### config.mk
export PLATFORM = sky130hd
export DESIGN_NAME = eepc_host
export DESIGN_NICKNAME = d
export VERILOG_FILES = /design/src/rtl/eepc_pkg.sv /design/src/rtl/eepc_host.sv /design/src/rtl/eepc_timer.sv
export SDC_FILE = /design/constraint.sdc
export NUM_CORES = 1
export LEC_CHECK = 0
export BUFFER_PORTS_ARGS = -buffer_cell sky130_fd_sc_hd__buf_2
export CAP_MARGIN = 15
export CORE_MARGIN = 4
export CORE_UTILIZATION = 61
export CTS_BUF_LIST = sky130_fd_sc_hd__clkbuf_8
export CTS_CLUSTER_DIAMETER = 40
export DETAILED_ROUTE_END_ITERATION = 16
export HOLD_SLACK_MARGIN = 0.15
export PLACE_DENSITY = 0.9
export SLEW_MARGIN = 20
export SYNTH_ARGS = -nofsm -noshare
export SYNTH_HDL_FRONTEND = slang
export SYNTH_SLANG_ARGS = --single-unit
### constraint.sdc
create_clock -name clk_in -period 7 [get_ports clk_in]
set_input_delay 0.7 -clock clk_in [delete_from_list [all_inputs] [get_ports clk_in]]
set_output_delay 0.7 -clock clk_in [all_outputs]
set_load 0.02 [all_outputs]
### src/rtl/eepc_pkg.sv
// Purpose: Shared constants and types for the EEPROM write and poll host.
// Assumes: 20 MHz clock, parallel byte-wide EEPROM with active-low strobes.
// Notes:   Times are kept in their own units; cycle counts derive from them.
package eepc_pkg;
    // ======================================================
    // Clock and timing
    // ======================================================
    localparam int CLK_MHZ = 20;
    localparam int WRITE_TIME_MS = 5;          // Longest internal write
    localparam int WRITE_TYP_MS = 3;           // Typical internal write
    localparam int POST_POLL_US = 10;          // Gap after poll is true
    localparam int STROBE_NS = 50;             // Strobe and setup least time
    localparam int CLK_NS = 1000 / CLK_MHZ;
    localparam int INTERNAL_WRITE_CYC = WRITE_TIME_MS * 1000 * CLK_MHZ;
    localparam int POST_POLL_CYC = POST_POLL_US * CLK_MHZ;
    localparam int STROBE_CYC = (STROBE_NS + CLK_NS - 1) / CLK_NS;
    localparam int READ_NS = 150;              // Slowest read access
    localparam int READ_CYC = (READ_NS + CLK_NS - 1) / CLK_NS;
    localparam int CNT_W = 24;
    // ======================================================
    // Widths and types
    // ======================================================
    localparam int ADDR_W = 15;
    localparam int DATA_W = 8;
    localparam int TOGGLE_BIT = 6;             // toggle_bit_line position
    localparam int POLL_BIT = 7;               // Complemented while busy

    typedef enum logic [1:0] {
        EEPC_CMD_WRITE = 2'h0,
        EEPC_CMD_READ = 2'h1,
        EEPC_CMD_POLL_END = 2'h2
    } eepc_cmd_t;

    typedef struct packed {
        eepc_cmd_t cmd;
        logic last;                            // Last byte of a page
        logic [ADDR_W-1:0] addr;
        logic [DATA_W-1:0] data;
    } eepc_req_t;

    typedef struct packed {
        logic ce_n;
        logic oe_n;
        logic we_n;
    } eepc_strobe_t;
endpackage : eepc_pkg

### src/rtl/eepc_host.sv
// Purpose: Host that writes bytes and pages to a parallel EEPROM and waits
//          for internal write completion by polling or by full timeout.
// Assumes: Device pins are synchronous to clk_in.
// Notes:   One request at a time; req_ready_out shows the port is free.
`timescale 1ns/10ps
`default_nettype none
module eepc_host
    import eepc_pkg::*;
#(
    parameter int WRITE_CYC = INTERNAL_WRITE_CYC,   // Full write wait
    parameter int POST_CYC = POST_POLL_CYC,         // Post-poll gap
    parameter bit USE_POLL = 1'b1                   // Poll, else time out
) (
    input wire logic clk_in,                        // 20 MHz clock
    input wire logic nrst_in,                       // Async reset, low
    input wire logic ce_in,                         // Clock enable
    input wire logic req_valid_in,                  // Request offered
    input wire eepc_pkg::eepc_req_t req_in,         // Request fields
    output logic req_ready_out,                     // Ready for request
    output logic rd_valid_out,                      // Read data pulse
    output logic [eepc_pkg::DATA_W-1:0] rd_data_out, // Read data
    output logic write_busy_out,                    // Internal write pending
    output var eepc_pkg::eepc_strobe_t strobe_out,  // Chip, output, write
    output logic [eepc_pkg::ADDR_W-1:0] addr_out,   // Address pins
    output logic [eepc_pkg::DATA_W-1:0] dq_out,     // Data pins out
    output logic dq_oe_out,                         // Host drives data
    input wire logic [eepc_pkg::DATA_W-1:0] dq_in   // Data pins in
);
    import eepc_pkg::*;

    typedef enum logic [3:0] {
        ST_IDLE, ST_WSETUP, ST_WPULSE, ST_WREC, ST_RSETUP, ST_RWAIT,
        ST_RDONE, ST_WAIT_FULL, ST_POLL, ST_POLL_WAIT, ST_GAP
    } eepc_state_t;

    eepc_state_t state;
    logic tmr_load;
    logic [CNT_W-1:0] tmr_val;
    logic tmr_done;
    logic [DATA_W-1:0] last_data;
    logic poll_mode;

    // ======================================================
    // Shared timer
    // ======================================================
    eepc_timer #(.W(CNT_W)) u_timer (
        .clk_in(clk_in),
        .nrst_in(nrst_in),
        .en_in(ce_in),
        .load_in(tmr_load),
        .value_in(tmr_val),
        .done_out(tmr_done)
    );

    // Decode of a completed poll; bit 7 matches written data
    function automatic logic poll_true(input logic [DATA_W-1:0] rd,
                                       input logic [DATA_W-1:0] wr);
        poll_true = (rd[POLL_BIT] == wr[POLL_BIT]);
    endfunction : poll_true

    // ======================================================
    // Sequencer
    // ======================================================
    // Timer loads in the same cycle the state moves
    always_comb begin
        tmr_load = 1'b0;
        tmr_val = '0;
        case (state)
            ST_IDLE: begin
                if (req_valid_in) begin
                    tmr_load = 1'b1;
                    // A poll-only request skips the byte load entirely
                    if (req_in.cmd != EEPC_CMD_POLL_END) begin
                        tmr_val = CNT_W'(STROBE_CYC);
                    end else begin
                        tmr_val = USE_POLL ? CNT_W'(READ_CYC)
                                           : CNT_W'(WRITE_CYC);
                    end
                end
            end
            ST_WSETUP, ST_WPULSE, ST_RSETUP: begin
                if (tmr_done) begin
                    tmr_load = 1'b1;
                    tmr_val = (state == ST_RSETUP) ? CNT_W'(READ_CYC)
                                                   : CNT_W'(STROBE_CYC);
                end
            end
            ST_WREC: begin
                if (tmr_done && poll_mode) begin
                    tmr_load = 1'b1;
                    tmr_val = USE_POLL ? CNT_W'(READ_CYC)
                                       : CNT_W'(WRITE_CYC);
                end
            end
            ST_POLL_WAIT: begin
                if (tmr_done) begin
                    tmr_load = 1'b1;
                    tmr_val = poll_true(dq_in, last_data)
                        ? CNT_W'(POST_CYC) : CNT_W'(READ_CYC);
                end
            end
            default: begin
                tmr_load = 1'b0;
                tmr_val = '0;
            end
        endcase
    end

    // State transitions
    always_ff @(posedge clk_in or negedge nrst_in) begin
        if (!nrst_in) begin
            state <= ST_IDLE;
        end else if (ce_in) begin
            case (state)
                ST_IDLE: begin
                    if (req_valid_in) begin
                        case (req_in.cmd)
                            EEPC_CMD_READ: state <= ST_RSETUP;
                            EEPC_CMD_POLL_END: begin
                                state <= USE_POLL ? ST_POLL : ST_WAIT_FULL;
                            end
                            default: state <= ST_WSETUP;
                        endcase
                    end
                end
                ST_WSETUP: if (tmr_done) state <= ST_WPULSE;
                ST_WPULSE: if (tmr_done) state <= ST_WREC;
                ST_WREC: begin
                    if (tmr_done) begin
                        if (!poll_mode) begin
                            state <= ST_IDLE;     // More page bytes follow
                        end else begin
                            state <= USE_POLL ? ST_POLL : ST_WAIT_FULL;
                        end
                    end
                end
                ST_RSETUP: if (tmr_done) state <= ST_RWAIT;
                ST_RWAIT: if (tmr_done) state <= ST_RDONE;
                ST_RDONE: state <= ST_IDLE;
                ST_WAIT_FULL: if (tmr_done) state <= ST_IDLE;
                ST_POLL: state <= ST_POLL_WAIT;
                ST_POLL_WAIT: begin
                    if (tmr_done) begin
                        // Poll repeats until the top bit reads true
                        state <= poll_true(dq_in, last_data)
                            ? ST_GAP : ST_POLL;
                    end
                end
                ST_GAP: if (tmr_done) state <= ST_IDLE;
                default: state <= ST_IDLE;
            endcase
        end
    end

    // Captured write byte and whether this load ends the page
    always_ff @(posedge clk_in or negedge nrst_in) begin
        if (!nrst_in) begin
            last_data <= '0;
            poll_mode <= 1'b0;
        end else if (ce_in && state == ST_IDLE && req_valid_in
                     && req_in.cmd != EEPC_CMD_READ
                     && req_in.cmd != EEPC_CMD_POLL_END) begin
            // Poll-only requests keep the byte that the poll compares to
            last_data <= req_in.data;
            poll_mode <= req_in.last;
        end
    end

    // ======================================================
    // Pins
    // ======================================================
    // Write: ce low, oe high, we pulsed; read/poll: ce, oe low, we high
    always_ff @(posedge clk_in or negedge nrst_in) begin
        if (!nrst_in) begin
            strobe_out <= '{ce_n: 1'b1, oe_n: 1'b1, we_n: 1'b1};
            dq_oe_out <= 1'b0;
            addr_out <= '0;
            dq_out <= '0;
        end else if (ce_in) begin
            // A poll stays on the address of the last write or read request
            if (state == ST_IDLE && req_valid_in
                && req_in.cmd != EEPC_CMD_POLL_END) begin
                addr_out <= req_in.addr;
                dq_out <= req_in.data;
            end
            case (state)
                ST_WSETUP: begin
                    strobe_out <= '{ce_n: 1'b0, oe_n: 1'b1,
                                    we_n: !tmr_done};
                    dq_oe_out <= 1'b1;
                end
                ST_WPULSE: begin
                    strobe_out <= '{ce_n: 1'b0, oe_n: 1'b1,
                                    we_n: tmr_done};
                    dq_oe_out <= 1'b1;
                end
                ST_RSETUP, ST_RWAIT, ST_POLL, ST_POLL_WAIT: begin
                    // Poll keeps ce low and we high between loads
                    strobe_out <= '{ce_n: 1'b0, oe_n: 1'b0,
                                    we_n: 1'b1};
                    dq_oe_out <= 1'b0;
                end
                default: begin
                    strobe_out <= '{ce_n: 1'b1, oe_n: 1'b1, we_n: 1'b1};
                    dq_oe_out <= 1'b0;
                end
            endcase
        end
    end

    // Read result and status
    always_ff @(posedge clk_in or negedge nrst_in) begin
        if (!nrst_in) begin
            rd_valid_out <= 1'b0;
            rd_data_out <= '0;
            req_ready_out <= 1'b0;
            write_busy_out <= 1'b0;
        end else if (ce_in) begin
            rd_valid_out <= (state == ST_RWAIT) && tmr_done;
            if (state == ST_RWAIT && tmr_done) begin
                rd_data_out <= dq_in;
            end
            req_ready_out <= (state == ST_IDLE) && !req_valid_in;
            write_busy_out <= (state == ST_WAIT_FULL) || (state == ST_POLL)
                || (state == ST_POLL_WAIT) || (state == ST_GAP);
        end
    end

    // ======================================================
    // Checks
    // ======================================================
    a_strobe_legal: assert property (@(posedge clk_in) disable iff (!nrst_in)
        !(strobe_out.we_n == 1'b0 && strobe_out.oe_n == 1'b0))
        else $error("write and output enable low together");
    a_write_ce_low: assert property (@(posedge clk_in) disable iff (!nrst_in)
        $fell(strobe_out.we_n) |-> !strobe_out.ce_n)
        else $error("write pulse without chip enable");
    a_we_width: assert property (@(posedge clk_in) disable iff (!nrst_in)
        $fell(strobe_out.we_n) |-> (!strobe_out.we_n)[*2])
        else $error("write pulse too short");
    a_data_driven: assert property (@(posedge clk_in) disable iff (!nrst_in)
        !strobe_out.we_n |-> dq_oe_out)
        else $error("data not driven during write");
    a_poll_read: assert property (@(posedge clk_in) disable iff (!nrst_in)
        (state == ST_POLL_WAIT) |-> (!strobe_out.oe_n && strobe_out.we_n &&
        !dq_oe_out))
        else $error("poll is not a read cycle");
    a_gap_quiet: assert property (@(posedge clk_in) disable iff (!nrst_in)
        (state == ST_GAP) |=> strobe_out.we_n)
        else $error("write during post-poll gap");
    a_full_wait: assert property (@(posedge clk_in) disable iff (!nrst_in)
        (state == ST_WAIT_FULL) |=> strobe_out.ce_n)
        else $error("access during write time");
    a_busy_flag: assert property (@(posedge clk_in) disable iff (!nrst_in)
        (ce_in && state == ST_GAP) |=> write_busy_out)
        else $error("busy flag dropped early");
    c_write: cover property (@(posedge clk_in) $rose(strobe_out.we_n));
    c_poll_done: cover property (@(posedge clk_in) state == ST_GAP);
    c_read: cover property (@(posedge clk_in) rd_valid_out);
    c_poll_end: cover property (@(posedge clk_in) state == ST_IDLE &&
        req_valid_in && req_in.cmd == EEPC_CMD_POLL_END);
endmodule : eepc_host
`default_nettype wire

### src/rtl/eepc_timer.sv
// Purpose: Down counter for strobe widths and write waits.
// Assumes: Load and count only while enabled.
// Notes:   done_out is high while the count is zero.
`timescale 1ns/10ps
`default_nettype none
module eepc_timer #(
    parameter int W = 24
) (
    input wire logic clk_in,               // System clock
    input wire logic nrst_in,              // Async reset, low
    input wire logic en_in,                // Clock enable
    input wire logic load_in,              // Load a new count
    input wire logic [W-1:0] value_in,     // Count to load
    output logic done_out                  // Count reached zero
);
    logic [W-1:0] cnt;

    // ======================================================
    // Counter
    // ======================================================
    // Load wins over the running count
    always_ff @(posedge clk_in or negedge nrst_in) begin
        if (!nrst_in) begin
            cnt <= '0;
        end else if (en_in) begin
            if (load_in) begin
                cnt <= value_in;
            end else if (cnt != '0) begin
                cnt <= cnt - 1'b1;
            end
        end
    end

    assign done_out = (cnt == '0);
endmodule : eepc_timer
`default_nettype wire

* After elaboration in Yosys (flattened, before gate mapping)
Cells that the tools add are included.
** Operators by class
- Add/sub/neg operators :: 1
- Equal/unequal tests :: 22
- Mux-type cells :: 28
- Reductions and logical operators :: 27
** Operator list (number)
- $pmux W24 S4 :: 1
- $mux W24 :: 2
- $mux W4 :: 9
- $pmux W4 S9 :: 1
- $logic_not A24 Y1 :: 1
- $reduce_bool A24 Y1 :: 1
- $sub A24 B1 Y24 const B :: 1
- $mux W8 :: 2
- $ne A2 B2 Y1 const B :: 8
- $eq A4 B3 Y1 const B :: 3
- $eq A4 B4 Y1 const B :: 3
- $mux W2 :: 6
- $logic_and A1 B1 Y1 :: 9
- $pmux W3 S3 :: 1
- $reduce_and A9 Y1 :: 1
- $eq A4 B2 Y1 const B :: 2
- $pmux W4 S2 :: 1
- $reduce_or A4 Y1 :: 2
- $reduce_and A2 Y1 :: 3
- $eq A4 B1 Y1 const B :: 1
- $logic_not A4 Y1 :: 1
- $mux W1 :: 4
- $ne A2 B1 Y1 const B :: 2
- $reduce_or A2 Y1 :: 2
- other kinds (8) :: 11
** Word-level totals
- Bits in registers :: 75
- Input bits :: 38
- Output and inout bits :: 38
- Logic and storage cells :: 92

* Logic depth before layout (Yosys ltp)
- Depth in word-level cells :: 6
- Depth in mapped cells :: 9
- Gate-level depth less buffers :: 7

* Modules after synthesis
Synthesis repeated with hierarchy kept, for this count alone.
** Unflattened totals
- Cell total of the unflattened synthesis :: 375
- Area total of the unflattened synthesis :: 3834.9 µm²
** By module, submodules not included
- eepc_host :: instances 1, cells an instance 171, area an instance 2149.6 µm², sequential area each 1104.8 µm²
- eepc_timer :: instances 1, cells an instance 204, area an instance 1685.4 µm², sequential area each 600.6 µm²

* Least setup slack after synthesis
No wires, ideal clock.
- Kind :: reg-to-reg
- From :: register u_timer.cnt[21]
- To :: register state[0]
- Library setup time :: 128 ps
- Arrival time :: 2223 ps
- Data required time :: 6872 ps
- Path slack :: 4650 ps
- Stages on the path, launching flop included :: 7
- Buffers on the path :: 1
- Period minus slack after synthesis :: 2350 ps
- Cell sequence :: dfrtp_1 -> or4_4 -> or3_1 -> buf_2 -> or2_4 -> a211oi_2 -> mux2_1
** On the way
- Word-level cells in the longest chain between the ends :: 3
- Elaborated cells between the ends (all ways) :: 9
- Those cells by class :: 7 x eq/ne; 2 x reduce/logical
** RTL lines
- start: declaration :: line eepc_timer.sv:16 : logic [W-1:0] cnt;
- start signal: assignment :: line eepc_timer.sv:27 : cnt <= value_in;
- start signal: assignment :: line eepc_timer.sv:29 : cnt <= cnt - 1'b1;
- $logic_not A24 Y1 (*) :: line eepc_timer.sv:34 : assign done_out = (cnt == '0);
- $ne A2 B2 Y1 (no source line) / $ne A2 B1 Y1 (equally long branches)
- $reduce_and A9 Y1 (no source line) (*)
- end signal: assignment :: line eepc_host.sv:120 : state <= USE_POLL ? ST_POLL : ST_WAIT_FULL;
- end signal: assignment :: line eepc_host.sv:133 : state <= USE_POLL ? ST_POLL : ST_WAIT_FULL;
- end signal: assignment :: line eepc_host.sv:145 : state <= poll_true(dq_in, last_data)
- end: declaration :: line eepc_host.sv:36 : eepc_state_t state;
Mark *: on every way between the ends. The rest lies on a longest branch, timed or not.
A chain may end at the register's enable or synchronous reset.

* Worst setup path after layout
- From :: register state[2]
- To :: register poll_mode
** On the way
- Word-level cells in the longest chain between the ends :: 5
** RTL lines
- $logic_not A4 Y1 :: line eepc_host.sv:160 : end else if (ce_in && state == ST_IDLE && req_valid_in
- $logic_and A1 B1 Y1 (2 in series) :: line eepc_host.sv:160
- $logic_and A1 B1 Y1 :: line eepc_host.sv:161 : && req_in.cmd != EEPC_CMD_READ
- $logic_and A1 B1 Y1 :: line eepc_host.sv:162 : && req_in.cmd != EEPC_CMD_POLL_END) begin
- end signal: assignment :: line eepc_host.sv:165 : poll_mode <= req_in.last;
- end: declaration :: line eepc_host.sv:41 : logic poll_mode;
Every way passes these cells.

==> flow_summary.json <==
{
  "place_hpwl_um": 6079,
  "cp_data_required_time_ns": 7.24,
  "cpPeakStageDelay_ns": 0.97,
  "rrSetupSlack_ns": 3.55,
  "cts_buffers": 9,
  "initial_core_util_pct": 64.74,
  "r2r_end": "poll_mode",
  "combPwrFrac_pct": 38.8,
  "place_congestion": 0.9131,
  "drt_pass1_iterations": 6,
  "drt_iter0_drc": 406,
  "power.leakage_uw": 0.001875,
  "clk_path_buf_depth": 2,
  "hp-start": "strobe_out[1]",
  "antenna_found_initial": 0,
  "slew_violations": 0,
  "synth_area_mm2": 0.003652,
  "syn_avg_cell_area_um2": 10.38,
  "grt_pass1_vias": 3119,
  "worstReg2RegStart": "state[2]",
  "hp-class": "flop to flop",
  "clkSlewWorstSetupHoldPaths_ns": 0.08,
  "cts.htree.levels": 3,
  "ios": 76,
  "n_antenna_cell": 0,
  "grt_overflow": 0,
  "die_w_um": 85.38,
  "syn2layout_area_growth_pct": 15.93,
  "crit_buf_inv": 0,
  "die_area_mm2": 0.007289,
  "synth.top_cell.area_share_pct": 44.54,
  "fin_setup_tns_ns": 0,
  "ys_ff_latch": 68,
  "status": "complete, no violations",
  "ant_nets": 0,
  "cp_top_family": "simple AND/OR/NAND/NOR gates",
  "post_cts_buffers": 0,
  "clock-sinks": 68,
  "setup_violations": 0,
  "cp_common_cell": "nor2_1",
  "cp_max_fo": 24,
  "seq_power_share_pct": 41.0,
  "routed_via_density": 6.354,
  "cts_hold_buf": 0,
  "worstSetupPathType": "flop to flop",
  "hold_depth": 2,
  "slowest_stage": "or3_1",
  "clock_latency_ns": 0.35,
  "fillers": 380,
  "cp-start-kind": "flop",
  "synthTopCellsByCount": "dfrtp_1 (65), mux2_2 (34), nor2_1 (22), o21ai_0 (20), clkbuf_1 (17)",
  "synth_top_area_cell": "dfrtp_1",
  "nets": 457,
  "ys.flop_type": "dfrtp_1",
  "fmax_ghz": 0.2896,
  "async_flop_share_pct": 100.0,
  "drive_gt1_share_pct": 34.13,
  "drc_errors": 0,
  "whs_endpoint": "strobe_out[1]",
  "worstRegToRegCells": 5,
  "wl_per_cell_um": 18.26,
  "cts_tree": "built",
  "finClkSkew_ns": 0.01071,
  "vias": 3120,
  "ys_warn_count": 0,
  "drv_cap": 0,
  "coreArea_mm2": 0.005642,
  "period_minus_slack_ns": 3.453,
  "num_rows": 27,
  "intPower_uw": 1077,
  "die_y_um": 85.38,
  "synth_nets": 395,
  "arrival_ns": 3.69,
  "fin_crit_sh_pct": 49.33,
  "end_kind": "flop",
  "multi_input_area_mm2": 0.001789,
  "io_buffers": 75,
  "p_clk_share_pct": 20.2,
  "swShare_pct": 41.16,
  "hold_viol": 0,
  "powerDensity_mw_per_mm2": 432.2,
  "ys_types": 63,
  "root_buffer": "clkbuf_8",
  "grt_pass1_wl_um": 15390,
  "slew_headroom_pct": 35.70,
  "ir_drop_v": 0.0003372,
  "grt_usage_pct": 26.66,
  "crit_chain": "nor2_1 -> nand3_1 -> or3_1 -> nor2_1 -> mux2_2",
  "synth_seq_area_share_pct": 46.69,
  "total_power_uw": 1830,
  "synth.most_common_cell": "dfrtp_1",
  "post-route-util_pct": 75.05,
  "grt_setup_unrepaired": "no",
  "synth_cells": 352,
  "grt_max_degree": 69,
  "cts_resized": 0,
  "wl_um": 8965,
  "worstMarginPinSlew_ns": 0.9645,
  "synth-edff-count": 0,
  "switchingPower_uw": 753.3,
  "regArea_mm2": 0.001705,
  "synthTopCellsByArea": "dfrtp_1 (45%), mux2_2 (10%), o21ai_0 (2.7%), nor2_1 (2.3%), dfstp_2 (2.2%)"
}
## area by class of cell
class | count | share of cell area, %
well taps | 72 | 2.128
clock buffers | 10 | 3.251
inverters | 11 | 0.9752
flip-flops and latches | 68 | 40.28
multi-input cells | 248 | 42.26
repair buffers | 76 | 9.043
clock inverters | 6 | 2.069
## flip-flops by register name (all words and copies together) (netlist names)
name            count
addr_out           15
dq_oe_out           1
dq_out              8
last_data           1
poll_mode           1
rd_data_out         8
rd_valid_out        1
req_ready_out       1
state               4
strobe_out          3
u_timer.cnt        24
write_busy_out      1
## logic make-up after synthesis
family / share of synthesized area, %
AO/OA/AOI/OAI: 16.89
buffers and inverters: 4.317
XOR/XNOR: 0.4797
multiplexers: 11.10
flip-flops: 46.69
adder cells (fa/ha/maj): 1.713
AND/OR/NAND/NOR: 18.81
## through the flow
step / worst slack, ns / cells / hold slack [ns] / area, um2
after floorplan: 4.650 / 352 / 0.4044 / 3652
after global placement: 3.840 / 475 / 0.4786 / 4009
after detailed placement: 3.701 / 475 / 0.4817 / 4009
after CTS: 3.581 / 491 / 0.4923 / 4234
after global routing: 3.322 / 491 / 0.5131 / 4234
final: 3.547 / 491 / 0.4914 / 4234
## tightest hold or removal path, cell delays in order, from the launching register on
cell and delay, ns:
dfstp_2 0.37, nor2_1 0.08, a21oi_1 0.04
## how the worst max path moves through the flow
stage                          from            to  depth (start not counted)
floorplan           u_timer.cnt[21]      state[0]                          6
global placement           state[2]     poll_mode                          5
detailed placement         state[2]  last_data[7]                          5
CTS                        state[2]     poll_mode                          5
global route               state[2]     poll_mode                          5
finish                     state[2]     poll_mode                          5
## power by group through the flow
stage	clock (uW)	combinational, uW	sequential, uW
detailed placement	0	703	743
finish	370	710	750
CTS	374	711	743
global placement	0	675	726
global route	395	784	782
floorplan	0	474	764
## cells in the final DEF, fill, tap and decap left out, drive strengths merged, types with 6 or more instances in the layout
cell    count
and3        6
o21ai      22
or4         8
nor2       22
a21oi      13
a211o       9
nor4        9
clkbuf     10
a21o        8
mux2       36
nand2      14
nand3       7
nand4       6
dfrtp      65
inv        10
or3         8
nor3       15
buf        76
## routing by layer
layer	GRT usage (%)	part of all wire (%)
met1	34.82	42
met2	42.51	48
met3	6.408	7.7
met4	11.22	2.5
met5	0	0
Power figures use the tool's default switching activity.
